===== config.mk =====
export PLATFORM = sky130hd
export DESIGN_NAME = gpio_ext_irq_pins
export DESIGN_NICKNAME = d
export VERILOG_FILES = /design/src/core/edge_detect.v /design/src/core/gpio_ext_irq_pins.v
export VERILOG_INCLUDE_DIRS = /design/src /design/src/core
export SDC_FILE = /design/constraint.sdc
export NUM_CORES = 1
export LEC_CHECK = 0
export BUFFER_PORTS_ARGS = -buffer_cell sky130_fd_sc_hd__buf_2
export CORE_MARGIN = 3
export CORE_UTILIZATION = 51
export CTS_BUF_LIST = sky130_fd_sc_hd__clkbuf_8
export DETAILED_ROUTE_END_ITERATION = 7
export GPL_TIMING_DRIVEN = 1
export PLACE_DENSITY = 0.81
export SETUP_SLACK_MARGIN = 0.3
export SYNTH_ARGS = -nofsm -noshare
export SYNTH_HDL_FRONTEND = slang
export SYNTH_SLANG_ARGS = --single-unit

===== constraint.sdc =====
create_clock -name pclk -period 1.2 [get_ports pclk]
set_input_delay 0.12 -clock pclk [delete_from_list [all_inputs] [get_ports pclk]]
set_output_delay 0.12 -clock pclk [all_outputs]
set_load 0.05 [all_outputs]

===== src/core/gpio_ext_irq_map.vh =====
// register offsets, field positions and reset values of the gpio irq block
`ifndef GPIO_EXT_IRQ_MAP_VH
`define GPIO_EXT_IRQ_MAP_VH
// register byte offsets
`define OFS_GPIO_DIR      12'h000
`define OFS_GPIO_OUT      12'h004
`define OFS_GPIO_IN       12'h008
`define OFS_IRQ_ENABLE    12'h00c
`define OFS_IRQ_POLARITY  12'h010
`define OFS_IRQ_STATUS    12'h014
`define OFS_IRQ_MASK      12'h018
`define OFS_PCI_MODE      12'h01c
// field positions
`define IRQ_ENABLE_LSB    4
`define IRQ_ENABLE_MSB    7
`define POLARITY_LSB      0
`define POLARITY_MSB      3
`define STATUS_NMI_BIT    4
// reset values
`define RST_GPIO_DIR      16'h0000
`define RST_GPIO_OUT      16'h0000
`define RST_IRQ_ENABLE    8'h00
`define RST_IRQ_POLARITY  4'h0
`define RST_IRQ_MASK      5'h00
`define RST_PCI_MODE      1'h0
`endif


===== src/core/edge_detect.v =====
// synchroniser and edge detector bank for the interrupt inputs
`timescale 1ns/100ps
module edge_detect #(
    parameter WIDTH = 5
) (
    // clock and reset
    input  wire             pclk,
    input  wire             presetn,
    input  wire             clk_en,
    // pins and edge selection
    input  wire [WIDTH-1:0] pin_in,
    input  wire [WIDTH-1:0] fall_sel,
    // results
    output reg  [WIDTH-1:0] sync_q,
    output reg  [WIDTH-1:0] edge_q
);
    reg [WIDTH-1:0] meta_q;
    reg [WIDTH-1:0] prev_q;
    // two-stage sync, then compare with previous sample
    always @(posedge pclk or negedge presetn) begin
        if (!presetn) begin
            meta_q <= {WIDTH{1'b0}};
            sync_q <= {WIDTH{1'b0}};
            prev_q <= {WIDTH{1'b0}};
            edge_q <= {WIDTH{1'b0}};
        end else if (clk_en) begin
            meta_q <= pin_in;
            sync_q <= meta_q;
            prev_q <= sync_q;
            // one bit per input picks rising or falling edge
            edge_q <= (sync_q & ~prev_q & ~fall_sel)
                    | (~sync_q & prev_q & fall_sel);
        end
    end
endmodule // edge_detect


===== src/core/gpio_ext_irq_pins.v =====
// gpio pins with external interrupts, nmi and pci-shared pins, apb slave
//******************************************************************
//******************************************************************
`timescale 1ns/100ps
`include "gpio_ext_irq_map.vh"
module gpio_ext_irq_pins #(
    parameter NPIN = 16
) (
    // apb
    input  wire            pclk,
    input  wire            presetn,
    input  wire            clk_en,
    input  wire            psel,
    input  wire            penable,
    input  wire            pwrite,
    input  wire [11:0]     paddr,
    input  wire [31:0]     pwdata,
    output reg  [31:0]     prdata,
    output reg             pready,
    output reg             pslverr,
    // pins
    input  wire [NPIN-1:0] gpio_in,
    output reg  [NPIN-1:0] gpio_out,
    output reg  [NPIN-1:0] gpio_oe,
    input  wire            nmi_in,
    // pci sideband towards internal logic
    input  wire            pci_inta_req,
    input  wire            pci_request_req,
    output reg             pci_shared_reset_in,
    output reg             pci_shared_clock_in,
    output reg             pci_shared_grant_in,
    // interrupts
    output reg             nmi_pulse,
    output reg             irq
);
    //******************************************************************
    // registers
    //******************************************************************
    reg [15:0] dir_q;
    reg [15:0] out_q;
    reg [7:0]  irq_enable_bits;
    reg [3:0]  ext_irq_polarity_bits;
    reg [4:0]  status_q;
    reg [4:0]  mask_q;
    reg        pci_mode_q;
    wire [4:0]  edge_w;
    reg  [15:0] in_sync_q;
    reg  [15:0] in_meta_q;
    wire        wr_en;
    wire        rd_en;
    wire [4:0]  ev_w;
    wire        rd_stat;

    // sync upper irq pins and nmi; nmi is always rising edge
    edge_detect #(
        .WIDTH (5)
    ) u_edge (
        .pclk     (pclk),
        .presetn  (presetn),
        .clk_en   (clk_en),
        .pin_in   ({nmi_in, gpio_in[7:4]}),
        .fall_sel ({1'b0, ext_irq_polarity_bits}),
        .sync_q   (),
        .edge_q   (edge_w)
    );
    assign wr_en   = psel & penable & pwrite & clk_en;
    assign rd_en   = psel & penable & ~pwrite & clk_en;
    assign rd_stat = rd_en & (paddr == `OFS_IRQ_STATUS);
    // external events count only when enabled; nmi always
    assign ev_w = {edge_w[4],
                   edge_w[3:0] & irq_enable_bits[7:4]};

    // gpio input sync for readback
    always @(posedge pclk or negedge presetn) begin
        if (!presetn) begin
            in_meta_q <= 16'h0000;
            in_sync_q <= 16'h0000;
        end else if (clk_en) begin
            in_meta_q <= gpio_in;
            in_sync_q <= in_meta_q;
        end
    end

    // register writes, sticky status with set beating clear-on-read
    always @(posedge pclk or negedge presetn) begin
        if (!presetn) begin
            dir_q                 <= `RST_GPIO_DIR;
            out_q                 <= `RST_GPIO_OUT;
            irq_enable_bits       <= `RST_IRQ_ENABLE;
            ext_irq_polarity_bits <= `RST_IRQ_POLARITY;
            mask_q                <= `RST_IRQ_MASK;
            pci_mode_q            <= `RST_PCI_MODE;
            status_q              <= 5'h00;
        end else if (clk_en) begin
            status_q <= (rd_stat ? 5'h00 : status_q) | ev_w;
            if (wr_en) begin
                if (paddr == `OFS_GPIO_DIR) begin
                    dir_q <= pwdata[15:0];
                end else if (paddr == `OFS_GPIO_OUT) begin
                    out_q <= pwdata[15:0];
                end else if (paddr == `OFS_IRQ_ENABLE) begin
                    irq_enable_bits <= pwdata[7:0];
                end else if (paddr == `OFS_IRQ_POLARITY) begin
                    ext_irq_polarity_bits <= pwdata[3:0];
                end else if (paddr == `OFS_IRQ_MASK) begin
                    mask_q <= pwdata[4:0];
                end else if (paddr == `OFS_PCI_MODE) begin
                    pci_mode_q <= pwdata[0];
                end
            end
        end
    end

    // apb answer: zero wait state, error on address above OFS_PCI_MODE
    always @(posedge pclk or negedge presetn) begin
        if (!presetn) begin
            prdata  <= 32'h00000000;
            pready  <= 1'b0;
            pslverr <= 1'b0;
        end else if (clk_en) begin
            pready  <= psel & ~penable;
            pslverr <= psel & ~penable & (paddr > `OFS_PCI_MODE);
            prdata  <= 32'h00000000;
            if (psel & ~penable & ~pwrite) begin
                if (paddr == `OFS_GPIO_DIR) begin
                    prdata <= {16'h0000, dir_q};
                end else if (paddr == `OFS_GPIO_OUT) begin
                    prdata <= {16'h0000, out_q};
                end else if (paddr == `OFS_GPIO_IN) begin
                    prdata <= {16'h0000, in_sync_q};
                end else if (paddr == `OFS_IRQ_ENABLE) begin
                    prdata <= {24'h000000, irq_enable_bits};
                end else if (paddr == `OFS_IRQ_POLARITY) begin
                    prdata <= {28'h0000000, ext_irq_polarity_bits};
                end else if (paddr == `OFS_IRQ_STATUS) begin
                    prdata <= {27'h0000000, status_q | ev_w};
                end else if (paddr == `OFS_IRQ_MASK) begin
                    prdata <= {27'h0000000, mask_q};
                end else if (paddr == `OFS_PCI_MODE) begin
                    prdata <= {31'h00000000, pci_mode_q};
                end
            end
        end
    end

    // pin drivers and pci sideband routing
    always @(posedge pclk or negedge presetn) begin
        if (!presetn) begin
            gpio_out            <= 16'h0000;
            gpio_oe             <= 16'h0000;
            pci_shared_reset_in <= 1'b0;
            pci_shared_clock_in <= 1'b0;
            pci_shared_grant_in <= 1'b0;
            nmi_pulse           <= 1'b0;
            irq                 <= 1'b0;
        end else if (clk_en) begin
            gpio_out <= out_q;
            // irq-enabled pins never drive
            gpio_oe  <= dir_q & ~{8'h00, irq_enable_bits[7:4], 4'h0};
            if (pci_mode_q) begin
                // pins 15, 14, 12 input only; 13, 11 driven low when asserted
                gpio_oe[15] <= 1'b0;
                gpio_oe[14] <= 1'b0;
                gpio_oe[12] <= 1'b0;
                gpio_out[13] <= 1'b0;
                gpio_oe[13]  <= pci_inta_req;
                gpio_out[11] <= 1'b0;
                gpio_oe[11]  <= pci_request_req;
            end
            pci_shared_reset_in <= pci_mode_q & in_sync_q[15];
            pci_shared_clock_in <= pci_mode_q & in_sync_q[14];
            pci_shared_grant_in <= pci_mode_q & in_sync_q[12];
            nmi_pulse <= edge_w[4];
            irq <= |((status_q | ev_w) & mask_q);
        end
    end
endmodule // gpio_ext_irq_pins


After elaboration in Yosys (flattened, before gate mapping)
Index checks and enable logic that the tools add are counted.
{"block": "word_totals", "elab_cells": 85, "reg_bits": 178, "input_bits": 69, "out_inout_bits": 71}
{"block": "classes", "bitwise": 33, "n_eq_ne": 7, "n_lt_le_gt_ge": 1, "reduce_logical": 8, "mux": 13}
{"operator": "$mux W16", "n": 4}
{"operator": "$eq A12 B5 Y1 const B", "n": 4}
{"operator": "$mux W5", "n": 5}
{"operator": "$eq A12 B4 Y1 const B", "n": 2}
{"operator": "$and A5 B5 Y5", "n": 4}
{"operator": "$and A16 B16 Y16", "n": 1}
{"operator": "$not A8 Y16", "n": 1}
{"operator": "$or A5 B5 Y5", "n": 3}
{"operator": "$and A1 B1 Y1", "n": 12}
{"operator": "$eq A12 B3 Y1 const B", "n": 1}
{"operator": "$gt A12 B5 Y1 const B", "n": 1}
{"operator": "$logic_not A12 Y1", "n": 1}
{"operator": "$not A5 Y5", "n": 2}
{"operator": "$mux W8", "n": 1}
{"operator": "$reduce_and A8 Y1", "n": 1}
{"operator": "$not A1 Y1", "n": 7}
{"operator": "$reduce_and A7 Y1", "n": 1}
{"operator": "$reduce_and A6 Y1", "n": 1}
{"operator": "$and A5 B4 Y5", "n": 1}
{"operator": "$not A4 Y5", "n": 1}
{"operator": "$reduce_and A5 Y1", "n": 1}
{"operator": "$reduce_or A5 Y1", "n": 1}
{"operator": "$and A4 B4 Y4", "n": 1}
{"operator": "$reduce_and A4 Y1", "n": 1}
{"operator": "2 further kinds", "n": 4}

Depth between registers and ports, before layout
{"block": "depth", "word_depth": 10, "ltp_mapped": 7, "depth_no_buf": 4}

Cells and area by module
From an unflattened synthesis, not the netlist that was laid out.
{"block": "unflattened", "hier_cells": 523, "area_unflattened_um2": 7068.0}
{"mod": "gpio_ext_irq_pins", "cells_per_inst": 465, "seq_area_each_um2": 3553.4, "area_per_inst_um2": 6236.0, "n_inst": 1}
{"mod": "edge_detect", "cells_per_inst": 58, "seq_area_each_um2": 500.5, "area_per_inst_um2": 832.0, "n_inst": 1}

Least setup slack after synthesis
Ideal clock, no wire load.
{"block": "synth_path", "path_kind": "in2reg", "startpoint": "input paddr[3]", "endpoint": "register dir_q[10]", "t_required_ns": 1.075, "arrival_ns": 1.624, "path_slack_ns": -0.548, "path_buffers": 2, "setup_ns": 0.125, "cell_stages": 6, "cell_sequence": "clkbuf_8 -> nor4_2 -> nand3_4 -> nor4_4 -> buf_4 -> mux2_2"}
{"block": "synth_between", "elab_chain_cells": 2}
{"element": "start: declaration", "line_no": "gpio_ext_irq_pins.v:16", "source": "input wire [11:0] paddr,"}
{"element": "$logic_not A12 Y1 (no line)"}
{"element": "$reduce_and A3 Y1 (no line)"}
{"element": "end signal: assignment", "line_no": "gpio_ext_irq_pins.v:87", "source": "dir_q <= `RST_GPIO_DIR;"}
{"element": "end signal: assignment", "line_no": "gpio_ext_irq_pins.v:98", "source": "dir_q <= pwdata[15:0];"}
{"element": "end: declaration", "line_no": "gpio_ext_irq_pins.v:39", "source": "reg [15:0] dir_q;"}
Every way passes these cells.
A chain may end at the register's enable or synchronous reset.

Worst setup path in the final report
{"block": "layout_path", "startpoint": "input paddr[11]", "endpoint": "register prdata[11]"}
{"block": "layout_between", "elab_chain_cells": 5, "elab_cells_between_ends": 7, "classes_between": "2 x eq/ne; 4 x mux; 1 x reduce/logical"}
{"element": "$eq A12 B4 Y1 (no line)"}
{"element": "$mux W16", "line_no": "gpio_ext_irq_pins.v:129", "source": "end else if (paddr == `OFS_GPIO_IN) begin"}
{"element": "$mux W16", "line_no": "gpio_ext_irq_pins.v:127", "source": "end else if (paddr == `OFS_GPIO_OUT) begin"}
{"element": "$mux W16 (*)", "line_no": "gpio_ext_irq_pins.v:125", "source": "if (paddr == `OFS_GPIO_DIR) begin"}
{"element": "$mux W16 (*)", "line_no": "gpio_ext_irq_pins.v:124", "source": "if (psel & ~penable & ~pwrite) begin"}
{"element": "end signal: assignment", "line_no": "gpio_ext_irq_pins.v:126", "source": "prdata <= {16'h0000, dir_q};"}
{"element": "end signal: assignment", "line_no": "gpio_ext_irq_pins.v:128", "source": "prdata <= {16'h0000, out_q};"}
{"element": "end signal: assignment", "line_no": "gpio_ext_irq_pins.v:130", "source": "prdata <= {16'h0000, in_sync_q};"}
{"element": "end: declaration", "line_no": "gpio_ext_irq_pins.v:18", "source": "output reg [31:0] prdata,"}
Mark *: on every way between the ends. The rest lies on a longest branch, timed or not.

==> metrics.md <==
| Metric | Value |
|---|---|
| Rows | `41` |
| Avg Inst Size Synth | `13.13 sq um` |
| Largest net degree at the start of global routing | `37` |
| CTS tree | `done` |
| Sequential share of the synthesized area | `55.90%` |
| Delay-heaviest family, CP | `buffers and inverters` |
| DRT iter0 DRCs | `721` |
| Final core occ | `82.14%` |
| CP Capture Type | `flip-flop` |
| All-Layer GR Usage | `30.11%` |
| Max cap viols | `0` |
| WL final | `25.82 mm` |
| Die width | `122.3 um` |
| Clk buf depth | `2` |
| Total power draw | `11170 uW` |
| Async SR Flop Fraction | `100.0%` |
| Synth unique cells | `54` |
| Synthesis-to-finish area growth | `54.03%` |
| Min Tclk post-route | `1.446 ns` |
| CTS sink count | `154` |
| # diodes | `0` |
| Seq cells post-synth | `154` |
| ANT nets after route | `0` |
| Core area | `12930 sq um` |
| Status | `complete, but fails checks` |
| Fmax | `691.8 MHz` |
| Power per cell area | `1052 nW/um^2` |
| DR WL/cell | `26.56 um` |
| Router iterations before antenna repair | `5` |
| Final net count | `856` |
| Crit path max-delay cell type | `nor4_4` |
| Die extent in y | `122.3 um` |
| Most frequent CP cell | `buf_4` |
| Synth Instances | `525` |
| Htree depth | `4` |
| Layout cells sized above 1 | `60.75%` |
| Hold WC Path Type | `in -> async` |
| Placer Congestion | `0.8985` |
| Data arrival time of the critical path | `1.84 ns` |
| Fin. max-slew vios | `0` |
| Total global routing overflow | `0` |
| Period utilization | `120.5%` |
| DPL Wire Length | `12.43 mm` |
| Max incr delay on CP | `0.28 ns` |
| Root Driver | `clkbuf_8` |
| Final Hold Fails | `0` |
| Peak fanout along the critical path | `8` |
| Lkg Pwr | `0.005016 uW` |
| Initial Utilization | `53.33%` |
| Number of remaining DRC errors | `0` |
| TritonCTS Buffers | `17` |
| Initial antenna violation count | `0` |
| Synth warnings | `0` |
| Vias per inst | `6.228` |
| Setup Skew | `0.02455 ns` |
| VDD IR max | `708.4 uV` |
| RSZ-0062 raised after global routing | `true` |
| Crit-path cells | `buf_8 -> nor4_4 -> buf_4 -> nand3_4 -> buf_4 -> buf_4 -> buf_4 -> nor3_4 -> buf_6 -> a221o_1` |
| Req. time, crit path | `1.60 ns` |
| I/O Buffers | `107` |
| Worst-Skew Late Latency | `0.48 ns` |
| Post-synth EDFFs | `0` |
| Setup-failing EPs final | `56` |
| Clock-pin slew on the worst setup and hold paths | `0.10 ns` |
| First-pass GRT wire length | `33.67 mm` |
| # IOs | `140` |
| Primary FF master, synth | `dfrtp_1` |
| Startpoint Class | `input port` |
| Crit path buf inv count | `6` |
| Violated checks | `setup timing` |
| Number of global-route vias before repair | `6070` |
| Synthesized cell area | `6894 sq um` |
| Vias | `6054` |
| Die ar. | `14950 sq um` |
| Final setup margin | `-0.2456 ns` |
| Path type of the worst setup path | `in -> reg` |
cell families (layout without fill, tap and decap cells):
kind of cell | after synthesis | count (layout) | synth area share, %
DFF | 154 | 154 | 55.90
buffers and inverters | 62 | 322 | 4.955
and+or+nand+nor | 96 | 96 | 8.893
AOI/OAI and AO/OA | 80 | 80 | 8.258
muxes | 132 | 132 | 21.94
other | 1 | 16 | 0.05439
sequential cells by signal, indices dropped and copies added (netlist names), 4 cells and up:
signal,cells
status_q,5
in_sync_q,12
dir_q,16
ext_irq_polarity_bits,4
u_edge.edge_q,5
gpio_out,16
u_edge.prev_q,5
out_q,16
mask_q,5
in_meta_q,16
u_edge.sync_q,5
gpio_oe,16
irq_enable_bits,8
prdata,16
metrics by stage:
| stage | area [sq um] | hold WS (ns) | setup WS [ns] | cells | setup TNS (ns) |
|---|---|---|---|---|---|
| after CTS | 10050 | 0.0001800 | -0.08433 | 940 | -1.172 |
| after global routing | 10620 | 0.05363 | -0.2796 | 972 | -6.648 |
| final | 10620 | 0.08880 | -0.2456 | 972 | -6.318 |
| after global placement | 8177 | 0.01168 | -0.6192 | 841 | -44.52 |
| after detailed placement | 8177 | 0.01837 | -0.6592 | 841 | -47.31 |
| after floorplan | 7242 | -0.1756 | -0.5266 | 540 | -25.85 |
repair_timing:
item                       in CTS  in global routing
resized for setup             249                 87
hold endpoints to repair      216                  0
hold buffers                   35                  0
setup buffers                  31                 32
setup endpoints to repair     177                164
pin swaps                      39                 28
cloned                          1                  0
final timing paths:
| kind | start | end | slack (ns) | cells past startpoint |
|---|---|---|---|---|
| hold / removal | presetn | dir_q[3] | 0.09 | 2 |
| hold reg to reg | u_edge.prev_q[4] | u_edge.edge_q[4] | 0.51 | 1 |
| min in group pclk | pwdata[0] | irq_enable_bits[0] | 0.10 | 2 |
| setup / recovery | paddr[11] | prdata[11] | -0.25 | 10 |
| max in group asynchronous | presetn | ext_irq_polarity_bits[0] | 0.55 | 3 |
| setup reg to reg | ext_irq_polarity_bits[0] | prdata[0] | -0.14 | 4 |
area by class of cell:
class	count	area, sq um
Sequential cell	154	3886
Clock inverter	9	63.81
Fill cell	584	2308
Tap cell	172	215.2
Multi-Input combinational cell	324	3401
Timing Repair Buffer	272	2666
Clock buffer	23	316.6
Inverter	18	70.07
placed cells by master, fill, tap and decap left out, drive strengths merged, types with 3 or more instances in the layout:
cell | synthesis | final
a21oi | 17 | 17
a221o | 9 | 9
a22oi | 3 | 3
a32o | 4 | 4
a32oi | 7 | 7
buf | 25 | 237
clkbuf | 19 | 23
clkinvlp | 0 | 5
conb | 1 | 16
dfrtp | 154 | 154
dlygate4sd3 | 0 | 35
inv | 18 | 21
mux2 | 123 | 123
mux2i | 9 | 9
nand2 | 10 | 10
nand3 | 10 | 10
nand3b | 8 | 8
nor2 | 21 | 21
nor2b | 15 | 15
nor3 | 8 | 8
nor4 | 5 | 5
o21ai | 17 | 17
o22ai | 7 | 7
o2bb2ai | 5 | 5
o41ai | 3 | 3
or4b | 3 | 3
Yosys cell counts, types with 2 or more instances:
library cell	n	area, sq um
nand3_1	9	45.04
nand4_1	2	12.51
a22oi_1	3	22.52
or3_1	2	12.51
buf_1	5	18.77
dfrtp_1	154	3854
nor4_1	2	12.51
a32o_1	4	40.04
a32oi_1	7	61.31
or4b_2	2	20.02
nor4_4	2	42.54
o22ai_1	7	43.79
mux2i_1	9	90.09
nor2_1	21	78.83
nand2_1	10	37.54
a22o_1	2	17.52
clkbuf_1	17	63.81
inv_1	18	67.56
o2bb2ai_1	5	43.79
a221o_1	9	90.09
nand2b_1	2	12.51
and3_2	2	15.01
mux2_2	113	1272
a21oi_1	17	85.08
nor2b_1	15	93.84
buf_4	17	127.6
nand3b_1	8	60.06
o21ai_0	17	85.08
nor3_1	7	35.03
mux2_4	10	150.1
o41ai_1	3	26.28
clkbuf_8	2	27.53
layer usage:
metal / vias up / wire, um / GRT usage, %
met5: - / 0 / 0
met4: 0 / 1743 / 17.49
met2: 490 / 12480 / 49.02
met1: 3011 / 9231 / 36.53
met3: 153 / 2361 / 7.465
li1: 2400 / - / -
report_power, final:
group,total (uW),internal [uW],switching [uW]
Combinational,1650,767,885
Clock,3870,1770,2110
Sequential,5650,5410,236
Note: power is estimated with default switching activity, not from simulation.
